==> src/design/dofs_map.svh <==
// Constant map for the digital output function selector.
// Assumes a 200 MHz clock and a 16-bit plain register port with word indices.
`ifndef DOFS_MAP_SVH
`define DOFS_MAP_SVH

// Block shape.
`define DOFS_NUM_TERM 5
`define DOFS_SEL_W 5
`define DOFS_DATA_W 16
`define DOFS_ADDR_W 6

// Register indices on the plain port.
`define DOFS_REG_FUNC_SEL0 6'h00
`define DOFS_REG_DELAY0 6'h05
`define DOFS_REG_POLARITY 6'h0a
`define DOFS_REG_FREQ_LVL_THR 6'h0b
`define DOFS_REG_FREQ_LVL_HYST 6'h0c
`define DOFS_REG_FREQ_REACH_W 6'h0d
`define DOFS_REG_MAX_FREQ 6'h0e
`define DOFS_REG_OVL_PREWARN 6'h0f
`define DOFS_REG_SET_COUNT 6'h10
`define DOFS_REG_DESIG_COUNT 6'h11
`define DOFS_REG_SET_LENGTH 6'h12
`define DOFS_REG_RUN_TIME_THR 6'h13
`define DOFS_REG_COND_STATUS 6'h14
`define DOFS_REG_INT_STATUS 6'h15
`define DOFS_REG_INT_MASK 6'h16

// Selection codes with special handling.
`define DOFS_SEL_NONE 5'h00
`define DOFS_SEL_LAST 5'h0f

// Reset values.
`define DOFS_RST_WORD 16'h0000
`define DOFS_RST_FUNC_SEL 5'h00

// Coefficients are in units of 0.1 percent.
`define DOFS_COEFF_SCALE 32'd1000

// Times in their own units and the clock rate.
`define DOFS_CLK_KHZ 200000
`define DOFS_TICK_MS 100
`define DOFS_PLC_PULSE_MS 250
`define DOFS_OVL_LEAD_MS 16'd10000

`endif

==> src/design/dofs_pkg.sv <==
// Types shared by the digital output function selector modules.
// Assumes dofs_map.svh is on the include path.
`include "dofs_map.svh"

package dofs_pkg;

   // Status and measurements from the drive controller, same clock.
   typedef struct packed {
      logic running;
      logic fault_stop;
      logic [15:0] run_freq;
      logic [15:0] target_freq;
      logic [15:0] motor_load_pct;
      logic ovl_eta_valid;
      logic [15:0] ovl_eta_ms;
      logic counting;
      logic [15:0] count_now;
      logic fixed_length_on;
      logic [15:0] length_now;
      logic plc_cycle_done;
      logic [15:0] run_time_now;
      logic ref_beyond_limit;
      logic out_at_limit;
      logic speed_ctrl_mode;
      logic torque_at_limit;
      logic powered_on;
      logic exception_seen;
   } dofs_drive_status_type;

   // One request on the plain register port.
   typedef struct packed {
      logic [`DOFS_ADDR_W-1:0] addr;
      logic [`DOFS_DATA_W-1:0] wdata;
      logic wr;
      logic rd;
   } dofs_bus_req_type;

   // Per-terminal state of the delay and polarity stage.
   typedef struct packed {
      logic [15:0] delay_cnt;
      logic active;
      logic pin;
   } dofs_term_state_type;

endpackage

==> src/design/dofs_term_stage.sv <==
// One output terminal: assertion delay in 0.1 s ticks, then polarity.
// Assumes cond and tick come from flops on the same clock.
`timescale 1ns/100ps
`include "dofs_map.svh"

module dofs_term_stage
   import dofs_pkg::*;
(
   input wire logic clock,
   input wire logic resetn,
   input wire logic cond,
   input wire logic tick,
   input wire logic [15:0] delay,
   input wire logic polarity,
   output logic active,
   output logic pin
);

   dofs_term_state_type st_r;
   dofs_term_state_type st_nxt;

   // The condition must hold for the whole delay; any drop restarts it.
   always_comb
   begin
      st_nxt = st_r;
      if (!cond)
      begin
         st_nxt.delay_cnt = `DOFS_RST_WORD;
         st_nxt.active = 1'b0;
      end
      else if (st_r.delay_cnt >= delay)
      begin
         st_nxt.active = 1'b1;
      end
      else if (tick)
      begin
         st_nxt.delay_cnt = st_r.delay_cnt + 16'h0001;
      end
      // Polarity 1 opens the contact while active.
      st_nxt.pin = st_nxt.active ^ polarity;
   end

   // Reset leaves the contact open whatever the polarity setting is.
   always_ff @(posedge clock or negedge resetn)
   begin
      if (!resetn)
      begin
         st_r <= '0;
      end
      else
      begin
         st_r <= st_nxt;
      end
   end

   assign active = st_r.active;
   assign pin = st_r.pin;

endmodule // dofs_term_stage

==> src/design/dofs_selector.sv <==
// Digital output function selector: register file, condition logic, terminals.
// Assumes drive status arrives from logic on the same clock, so no synchroniser.
// How it works
// - Selection 0 keeps the terminal condition always inactive.
// - Selection 1 is active while running, even at zero frequency.
// - Selection 2 is active when the drive stopped on a fault.
// - Selection 3 sets above threshold, clears below threshold minus hysteresis.
// - Selection 4 is active within target plus or minus reach width.
// - Selection 5 is active running at zero frequency, never when stopped.
// - Selection 6 is active when motor load exceeds the pre-warning level.
// - Selection 7 is active ten seconds before drive overload protection.
// - Selection 8 is active while counting when count equals set count.
// - Selection 9 is active while counting when count equals designated count.
// - Selection 10 is active when fixed-length measurement exceeds set length.
// - Selection 11 gives one 250 ms pulse per completed program cycle.
// - Selection 12 is active once running time exceeds its threshold.
// - Selection 13 is active when reference is beyond and output at a limit.
// - Selection 14 is active at torque limit in speed control mode.
// - Selection 15 is active after power-on while no exception is seen.
// - Each terminal has a polarity bit; 1 inverts the contact.
// - Each terminal delays its active condition by a programmable time.
//
// The plain strobed port and the register offsets are this design's own decisions.
`timescale 1ns/100ps
`include "dofs_map.svh"

module dofs_selector
   import dofs_pkg::*;
#(
   parameter int unsigned TICK_CYCLES = `DOFS_TICK_MS * `DOFS_CLK_KHZ,
   parameter int unsigned PLC_PULSE_CYCLES = `DOFS_PLC_PULSE_MS * `DOFS_CLK_KHZ
)
(
   input wire logic clock,
   input wire logic resetn,
   input wire dofs_bus_req_type bus_req,
   output logic [`DOFS_DATA_W-1:0] rdata,
   input wire dofs_drive_status_type drive,
   output logic [`DOFS_NUM_TERM-1:0] do_pin,
   output logic irq
);

   localparam int NT = `DOFS_NUM_TERM;

   // Whole state of the block.
   typedef struct packed {
      logic [NT-1:0][`DOFS_SEL_W-1:0] func_sel;
      logic [NT-1:0][15:0] delay;
      logic [NT-1:0] polarity;
      logic [15:0] freq_level_threshold;
      logic [15:0] freq_level_hyst_coeff;
      logic [15:0] freq_reach_width_coeff;
      logic [15:0] max_freq;
      logic [15:0] overload_prewarn_coeff;
      logic [15:0] set_count_value;
      logic [15:0] designated_count_value;
      logic [15:0] set_length_value;
      logic [15:0] run_time_threshold;
      logic frequency_level_hysteresis;
      logic [31:0] tick_cnt;
      logic tick;
      logic [31:0] pulse_cnt;
      logic pulse;
      logic [15:0] cond;
      logic [NT-1:0] term_cond;
      logic [NT-1:0] active_prev;
      logic [NT-1:0] int_status;
      logic [NT-1:0] int_mask;
      logic [`DOFS_DATA_W-1:0] rdata;
      logic irq;
   } dofs_state_type;

   dofs_state_type st_r;
   dofs_state_type st_nxt;

   logic [NT-1:0] term_active;
   logic [NT-1:0] term_pin;

   // Picks one condition by selection code; codes above the table give nothing.
   function automatic logic dofs_pick(input logic [`DOFS_SEL_W-1:0] sel, input logic [15:0] cond);
      logic hit;
      hit = 1'b0;
      if (sel == `DOFS_SEL_NONE)
      begin
         hit = 1'b0;
      end
      else if (sel <= `DOFS_SEL_LAST)
      begin
         hit = cond[sel[3:0]];
      end
      else
      begin
         hit = 1'b0;
      end
      return hit;
   endfunction

   // Scales a value by a coefficient in 0.1 percent units.
   function automatic logic [15:0] dofs_scale(input logic [15:0] value, input logic [15:0] coeff);
      logic [31:0] prod;
      prod = 32'(value) * 32'(coeff);
      return 16'(prod / `DOFS_COEFF_SCALE);
   endfunction

   // Hysteresis and reach bounds, widened by one bit so they cannot wrap.
   logic [15:0] hyst_w;
   logic [15:0] reach_w;
   logic [16:0] fdt_low;
   logic [16:0] reach_lo;
   logic [16:0] reach_hi;
   logic [16:0] run_freq_x;

   always_comb
   begin
      hyst_w = dofs_scale(st_r.freq_level_threshold, st_r.freq_level_hyst_coeff);
      reach_w = dofs_scale(st_r.max_freq, st_r.freq_reach_width_coeff);
      run_freq_x = {1'b0, drive.run_freq};
      fdt_low = {1'b0, st_r.freq_level_threshold} - {1'b0, hyst_w};
      if (fdt_low[16])
      begin
         fdt_low = 17'h00000;
      end
      reach_lo = {1'b0, drive.target_freq} - {1'b0, reach_w};
      if (reach_lo[16])
      begin
         reach_lo = 17'h00000;
      end
      reach_hi = {1'b0, drive.target_freq} + {1'b0, reach_w};
   end

   // Condition vector, timing and interrupt logic, and the register port.
   always_comb
   begin
      st_nxt = st_r;

      // A shared 0.1 s tick paces every terminal delay; one divider saves area
      // at the cost of up to one tick of jitter on each delay.
      if (st_r.tick_cnt >= TICK_CYCLES - 32'd1)
      begin
         st_nxt.tick_cnt = 32'h0000_0000;
         st_nxt.tick = 1'b1;
      end
      else
      begin
         st_nxt.tick_cnt = st_r.tick_cnt + 32'h0000_0001;
         st_nxt.tick = 1'b0;
      end

      // Program cycle pulse; a new cycle end during a pulse restarts the width.
      if (drive.plc_cycle_done)
      begin
         st_nxt.pulse_cnt = PLC_PULSE_CYCLES - 32'd1;
         st_nxt.pulse = 1'b1;
      end
      else if (st_r.pulse_cnt != 32'h0000_0000)
      begin
         st_nxt.pulse_cnt = st_r.pulse_cnt - 32'h0000_0001;
      end
      else
      begin
         st_nxt.pulse = 1'b0;
      end

      // Frequency level detection holds between the two thresholds.
      if (drive.running && drive.run_freq > st_r.freq_level_threshold)
      begin
         st_nxt.frequency_level_hysteresis = 1'b1;
      end
      else if (!drive.running || run_freq_x < fdt_low)
      begin
         st_nxt.frequency_level_hysteresis = 1'b0;
      end

      // One bit for each selection code 0 to 15.
      st_nxt.cond[0] = 1'b0;
      st_nxt.cond[1] = drive.running;
      st_nxt.cond[2] = drive.fault_stop;
      st_nxt.cond[3] = st_r.frequency_level_hysteresis;
      st_nxt.cond[4] = drive.running && run_freq_x >= reach_lo && run_freq_x <= reach_hi;
      st_nxt.cond[5] = drive.running && drive.run_freq == 16'h0000;
      st_nxt.cond[6] = drive.motor_load_pct > st_r.overload_prewarn_coeff;
      st_nxt.cond[7] = drive.ovl_eta_valid && drive.ovl_eta_ms <= `DOFS_OVL_LEAD_MS;
      st_nxt.cond[8] = drive.counting && drive.count_now == st_r.set_count_value;
      st_nxt.cond[9] = drive.counting && drive.count_now == st_r.designated_count_value;
      st_nxt.cond[10] = drive.fixed_length_on && drive.length_now > st_r.set_length_value;
      st_nxt.cond[11] = st_r.pulse;
      st_nxt.cond[12] = drive.run_time_now > st_r.run_time_threshold;
      st_nxt.cond[13] = drive.ref_beyond_limit && drive.out_at_limit;
      st_nxt.cond[14] = drive.speed_ctrl_mode && drive.torque_at_limit;
      st_nxt.cond[15] = drive.powered_on && !drive.exception_seen;

      // Route the selected condition to each terminal.
      for (int i = 0; i < NT; i++)
      begin
         st_nxt.term_cond[i] = dofs_pick(st_r.func_sel[i], st_r.cond);
      end

      // Rising edge of a delayed terminal condition is the interrupt event.
      st_nxt.active_prev = term_active;

      // Register writes; write-one-to-clear yields to a same-cycle event.
      if (bus_req.wr)
      begin
         for (int i = 0; i < NT; i++)
         begin
            if (bus_req.addr == `DOFS_REG_FUNC_SEL0 + 6'(i))
            begin
               st_nxt.func_sel[i] = bus_req.wdata[`DOFS_SEL_W-1:0];
            end
            else if (bus_req.addr == `DOFS_REG_DELAY0 + 6'(i))
            begin
               st_nxt.delay[i] = bus_req.wdata;
            end
         end
         if (bus_req.addr == `DOFS_REG_POLARITY)
         begin
            st_nxt.polarity = bus_req.wdata[NT-1:0];
         end
         else if (bus_req.addr == `DOFS_REG_FREQ_LVL_THR)
         begin
            st_nxt.freq_level_threshold = bus_req.wdata;
         end
         else if (bus_req.addr == `DOFS_REG_FREQ_LVL_HYST)
         begin
            st_nxt.freq_level_hyst_coeff = bus_req.wdata;
         end
         else if (bus_req.addr == `DOFS_REG_FREQ_REACH_W)
         begin
            st_nxt.freq_reach_width_coeff = bus_req.wdata;
         end
         else if (bus_req.addr == `DOFS_REG_MAX_FREQ)
         begin
            st_nxt.max_freq = bus_req.wdata;
         end
         else if (bus_req.addr == `DOFS_REG_OVL_PREWARN)
         begin
            st_nxt.overload_prewarn_coeff = bus_req.wdata;
         end
         else if (bus_req.addr == `DOFS_REG_SET_COUNT)
         begin
            st_nxt.set_count_value = bus_req.wdata;
         end
         else if (bus_req.addr == `DOFS_REG_DESIG_COUNT)
         begin
            st_nxt.designated_count_value = bus_req.wdata;
         end
         else if (bus_req.addr == `DOFS_REG_SET_LENGTH)
         begin
            st_nxt.set_length_value = bus_req.wdata;
         end
         else if (bus_req.addr == `DOFS_REG_RUN_TIME_THR)
         begin
            st_nxt.run_time_threshold = bus_req.wdata;
         end
         else if (bus_req.addr == `DOFS_REG_INT_STATUS)
         begin
            st_nxt.int_status = st_r.int_status & ~bus_req.wdata[NT-1:0];
         end
         else if (bus_req.addr == `DOFS_REG_INT_MASK)
         begin
            st_nxt.int_mask = bus_req.wdata[NT-1:0];
         end
      end
      st_nxt.int_status = st_nxt.int_status | (term_active & ~st_r.active_prev);
      st_nxt.irq = |(st_nxt.int_status & st_nxt.int_mask);

      // Read data stand for one cycle only; unmapped indices read zero.
      st_nxt.rdata = `DOFS_RST_WORD;
      if (bus_req.rd)
      begin
         for (int i = 0; i < NT; i++)
         begin
            if (bus_req.addr == `DOFS_REG_FUNC_SEL0 + 6'(i))
            begin
               st_nxt.rdata = 16'(st_r.func_sel[i]);
            end
            else if (bus_req.addr == `DOFS_REG_DELAY0 + 6'(i))
            begin
               st_nxt.rdata = st_r.delay[i];
            end
         end
         if (bus_req.addr == `DOFS_REG_POLARITY)
         begin
            st_nxt.rdata = 16'(st_r.polarity);
         end
         else if (bus_req.addr == `DOFS_REG_FREQ_LVL_THR)
         begin
            st_nxt.rdata = st_r.freq_level_threshold;
         end
         else if (bus_req.addr == `DOFS_REG_FREQ_LVL_HYST)
         begin
            st_nxt.rdata = st_r.freq_level_hyst_coeff;
         end
         else if (bus_req.addr == `DOFS_REG_FREQ_REACH_W)
         begin
            st_nxt.rdata = st_r.freq_reach_width_coeff;
         end
         else if (bus_req.addr == `DOFS_REG_MAX_FREQ)
         begin
            st_nxt.rdata = st_r.max_freq;
         end
         else if (bus_req.addr == `DOFS_REG_OVL_PREWARN)
         begin
            st_nxt.rdata = st_r.overload_prewarn_coeff;
         end
         else if (bus_req.addr == `DOFS_REG_SET_COUNT)
         begin
            st_nxt.rdata = st_r.set_count_value;
         end
         else if (bus_req.addr == `DOFS_REG_DESIG_COUNT)
         begin
            st_nxt.rdata = st_r.designated_count_value;
         end
         else if (bus_req.addr == `DOFS_REG_SET_LENGTH)
         begin
            st_nxt.rdata = st_r.set_length_value;
         end
         else if (bus_req.addr == `DOFS_REG_RUN_TIME_THR)
         begin
            st_nxt.rdata = st_r.run_time_threshold;
         end
         else if (bus_req.addr == `DOFS_REG_COND_STATUS)
         begin
            st_nxt.rdata = 16'(term_active);
         end
         else if (bus_req.addr == `DOFS_REG_INT_STATUS)
         begin
            st_nxt.rdata = 16'(st_r.int_status);
         end
         else if (bus_req.addr == `DOFS_REG_INT_MASK)
         begin
            st_nxt.rdata = 16'(st_r.int_mask);
         end
      end
   end

   // Every setting resets to zero, so all terminals start with no function.
   always_ff @(posedge clock or negedge resetn)
   begin
      if (!resetn)
      begin
         st_r <= '0;
      end
      else
      begin
         st_r <= st_nxt;
      end
   end

   // One delay and polarity stage per terminal.
   generate
      for (genvar g = 0; g < NT; g++)
      begin : g_term
         dofs_term_stage u_term (
            .clock(clock),
            .resetn(resetn),
            .cond(st_r.term_cond[g]),
            .tick(st_r.tick),
            .delay(st_r.delay[g]),
            .polarity(st_r.polarity[g]),
            .active(term_active[g]),
            .pin(term_pin[g])
         );
      end
   endgenerate

   assign do_pin = term_pin;
   assign rdata = st_r.rdata;
   assign irq = st_r.irq;

endmodule // dofs_selector

==> config.mk <==
export PLATFORM = sky130hd
export DESIGN_NAME = dofs_selector
export DESIGN_NICKNAME = d
export VERILOG_FILES = /design/src/design/dofs_pkg.sv /design/src/design/dofs_term_stage.sv /design/src/design/dofs_selector.sv
export VERILOG_INCLUDE_DIRS = /design/src /design/src/design
export SDC_FILE = /design/constraint.sdc
export NUM_CORES = 2
export LEC_CHECK = 0
export ABC_AREA = 1
export BUFFER_PORTS_ARGS = -buffer_cell sky130_fd_sc_hd__buf_2
export CAP_MARGIN = 0
export CELL_PAD_IN_SITES_DETAIL_PLACEMENT = 1
export CELL_PAD_IN_SITES_GLOBAL_PLACEMENT = 1
export CORE_MARGIN = 3
export CORE_UTILIZATION = 31
export CTS_CLUSTER_SIZE = 20
export DETAILED_ROUTE_END_ITERATION = 8
export GPL_ROUTABILITY_DRIVEN = 0
export PLACE_DENSITY_LB_ADDON = 0.08
export RECOVER_POWER = 50
export SYNTH_ARGS = -nofsm -noshare
export SYNTH_HDL_FRONTEND = slang
export SYNTH_SLANG_ARGS = --single-unit
==> constraint.sdc <==
create_clock -name clock -period 19.62 [get_ports clock]
set_clock_uncertainty 0.2 [all_clocks]
set_input_delay 3.924 -clock clock [delete_from_list [all_inputs] [get_ports clock]]
set_output_delay 3.924 -clock clock [all_outputs]
set_load 0.1 [all_outputs]
==> results.rst <==
.. list-table::
   :header-rows: 1

   * - Metric
     - Value
   * - Status
     - finished with violations
   * - Violated checks
     - max-capacitance violations, max-slew violations, negative setup slack
   * - Total of flip-flops plus latches after synthesis
     - 463
   * - Syn avg cell area
     - 7.20 um2
   * - R2R setup slack
     - -2130 ps
   * - Warnings, synthesis
     - 0
   * - Slack of the critical path
     - -2130 ps
   * - Clock tree buffer depth
     - 3
   * - Leading cell types by total area after synthesis
     - sky130_fd_sc_hd__dfrtp_1, sky130_fd_sc_hd__fa_1, sky130_fd_sc_hd__nand2_1
   * - Critical path's slowest cell
     - sky130_fd_sc_hd__fa_1
   * - Flip-flop cell with the highest count after synthesis
     - sky130_fd_sc_hd__dfrtp_1
   * - DIE WIDTH
     - 438 um
   * - Post-synthesis instance total
     - 8030
   * - Ratio of cells with drive above 1 in the final layout
     - 0.290
   * - Critical Path Sink Type
     - flip-flop
   * - Unrepaired setup endpoints after global routing
     - true
   * - Cell area reported after detailed placement
     - 68100 um2
   * - Via count of the first global-routing pass
     - 59.2k
   * - Detailed-placement wirelength estimate
     - 174 mm
   * - Achievable Freq
     - 0.0460 GHz
   * - Data required, critical path
     - 19960 ps
   * - Total Nets Final
     - 10.1k
   * - FFs w/ async S/R, synth
     - 1.00
   * - Number of core rows
     - 157
   * - Launching element type of the critical path
     - flip-flop
   * - Tightest hold margin
     - 179 ps
   * - Count of unique library cells instantiated by Yosys
     - 87
   * - Avg WL per Cell
     - 18.3 um
   * - Global-route wire length before repair
     - 335 mm
   * - Number of sinks handled by clock tree synthesis
     - 463
   * - DRC viols
     - 0
   * - Most common library cell in the layout ignoring fill and taps
     - sky130_fd_sc_hd__nand2_1
   * - TritonRoute pass-1 iters
     - 5
   * - Remaining max-slew budget at the tightest pin
     - -4.54
   * - Hold buffer count at cts
     - 0
   * - Clock tree from TritonCTS
     - built
   * - Maximum number of pins on one net before global-route repair
     - 141
   * - Final standard cell area without fillers
     - 74500 um2
   * - # setup viols final
     - 2
   * - Antenna-violating nets left
     - 0
   * - Top-level I/O count
     - 172
   * - Slowest cell delay on critical path
     - 560 ps
   * - Combined global-route utilization of all metal layers
     - 0.219
   * - Reg clk slew, reported paths
     - 80 ps
   * - Antenna violations before repair
     - 16
   * - Synthesized area
     - 57800 um2
   * - Total congestion overflow after global routing
     - 0
   * - Most repeated library cell on the critical path
     - sky130_fd_sc_hd__nand2_2
   * - # port buffers
     - 171
   * - Die Footprint
     - 192000 um2
   * - Highest net fanout along the worst path
     - 8
   * - Transition time of the tightest slew-check pin
     - 8310 ps
   * - Final Routed Wirelength
     - 213 mm
   * - Proportion of netlist area held by the largest area contributor
     - 0.200
   * - Initial drt markers
     - 2481
   * - Inserted Clock Buffers
     - 56
   * - Number of synthesized flops with an enable pin
     - 0
   * - Total via count in the routed design
     - 55.6k
   * - CTS HTree Levels
     - 2
   * - Post-DR vias/cell
     - 4.78
   * - Die outline height
     - 438 um
   * - Type of the setup path with the least slack
     - reg -> reg
   * - Slew Limit Fails
     - 352
   * - Placeable core region
     - 184000 um2
   * - Class of the most critical hold timing path
     - reg -> reg
   * - Syn-to-layout area delta
     - 28.8%
   * - Clock latency on the worst-skew pair
     - 680 ps
   * - Arr. time, crit path
     - 22090 ps
   * - Commonest non-fill, non-tap cells in the layout
     - sky130_fd_sc_hd__nand2_1, sky130_fd_sc_hd__inv_1, sky130_fd_sc_hd__buf_4, sky130_fd_sc_hd__o21ai_0, sky130_fd_sc_hd__dfrtp_1
   * - Max-capacitance violation count
     - 4
   * - Initial core utilization
     - 0.314
   * - Period Utilization, post-route
     - 1.11
   * - Leading area contributor after synthesis
     - sky130_fd_sc_hd__dfrtp_1
   * - Clock period minus worst slack
     - 21750 ps
   * - Root Buffer Master
     - sky130_fd_sc_hd__clkbuf_16
   * - Sequential element share of the synthesized area
     - 0.200
   * - Final hold violation count
     - 0
sequential cells by signal, indices dropped and copies added, names as in the netlist:
signal,cells
g_term.u_term.active,5
g_term.u_term.pin,5
g_term.u_term.st_r,80
irq,1
rdata,16
st_nxt,2
st_r,354
layout make-up:
| class | instances | area [um2] |
|---|---|---|
| Clock inverter | 37 | 529 |
| Tap cell | 2464 | 3080 |
| Sequential cell | 463 | 11600 |
| Inverter | 1725 | 6590 |
| Timing Repair Buffer | 1275 | 9490 |
| Multi-Input combinational cell | 5600 | 41600 |
| Antenna cell | 3 | 7.51 |
| Clock buffer | 69 | 1550 |
| Fill cell | 22900 | 110000 |
cell usage after synthesis, drive strengths merged (41+ instances only):
master     n
a21oi    331
buf       46
clkbuf   202
dfrtp    463
fa       391
ha       454
inv     1704
nand2   2121
nand3    471
nand4     65
nor2     534
nor3      89
o211ai    42
o21ai    581
o21bai    41
xor2     118
per-layer routing:
metal	GRT usage	wire length [um]	vias up	share of wire
li1	-	-	27300	-
met1	0.294	98500	27500	0.46
met2	0.382	104000	574	0.49
met3	0.0208	5830	175	0.027
met4	0.0411	4490	10	0.021
met5	0	94	-	0.00044
critical path, delay by kind of cell, from the launching register on:
kind / cells / cell delay (ps)
simple gates: 113 / 11220
fa+ha+maj: 10 / 4060
buf+inv: 29 / 2440
flops: 1 / 420
xor+xnor: 1 / 160
compound gates: 20 / 3070
cell families after synthesis:
group | share of synthesized area
AO/OA/AOI/OAI | 0.128
XOR/XNOR | 0.0223
adder cells (fa/ha/maj) | 0.234
buffers and inverters | 0.131
flip-flops | 0.200
other | 0.0000649
AND/OR/NAND/NOR | 0.285
final timing paths:
check	depth (start not counted)	startpoint	end
max in group asynchronous	2	resetn	st_r[260]
hold / removal	0	g_term[0].u_term.active	st_r[27]
min in group asynchronous	1	resetn	st_r[105]
hold reg to reg	0	g_term[0].u_term.active	st_r[27]
setup / recovery	173	st_r[255]	st_nxt[40]
setup reg to reg	173	st_r[255]	st_nxt[40]
metrics by stage:
| step | instances | TNS (ps) | utilization | setup slack (ps) |
|---|---|---|---|---|
| floorplan | 8036 | -10.9 | - | -10.9 |
| global placement | 11400 | -5490 | 0.370 | -3680 |
| detailed placement | 11400 | -6590 | 0.370 | -4220 |
| CTS | 11500 | -4340 | 0.390 | -2720 |
| global route | 11600 | -6570 | 0.404 | -3910 |
| finish | 11600 | -3230 | 0.404 | -2130 |
timing repair:
action                     in CTS  in global routing
gates cloned                    0                  1
setup buffers                  61                 89
setup endpoints to repair       2                  2
resized for setup             247                464
pin swaps                      99                302
Power is not shown: default switching activity piles up to over one toggle a cycle in this logic, so the estimate is an artifact.
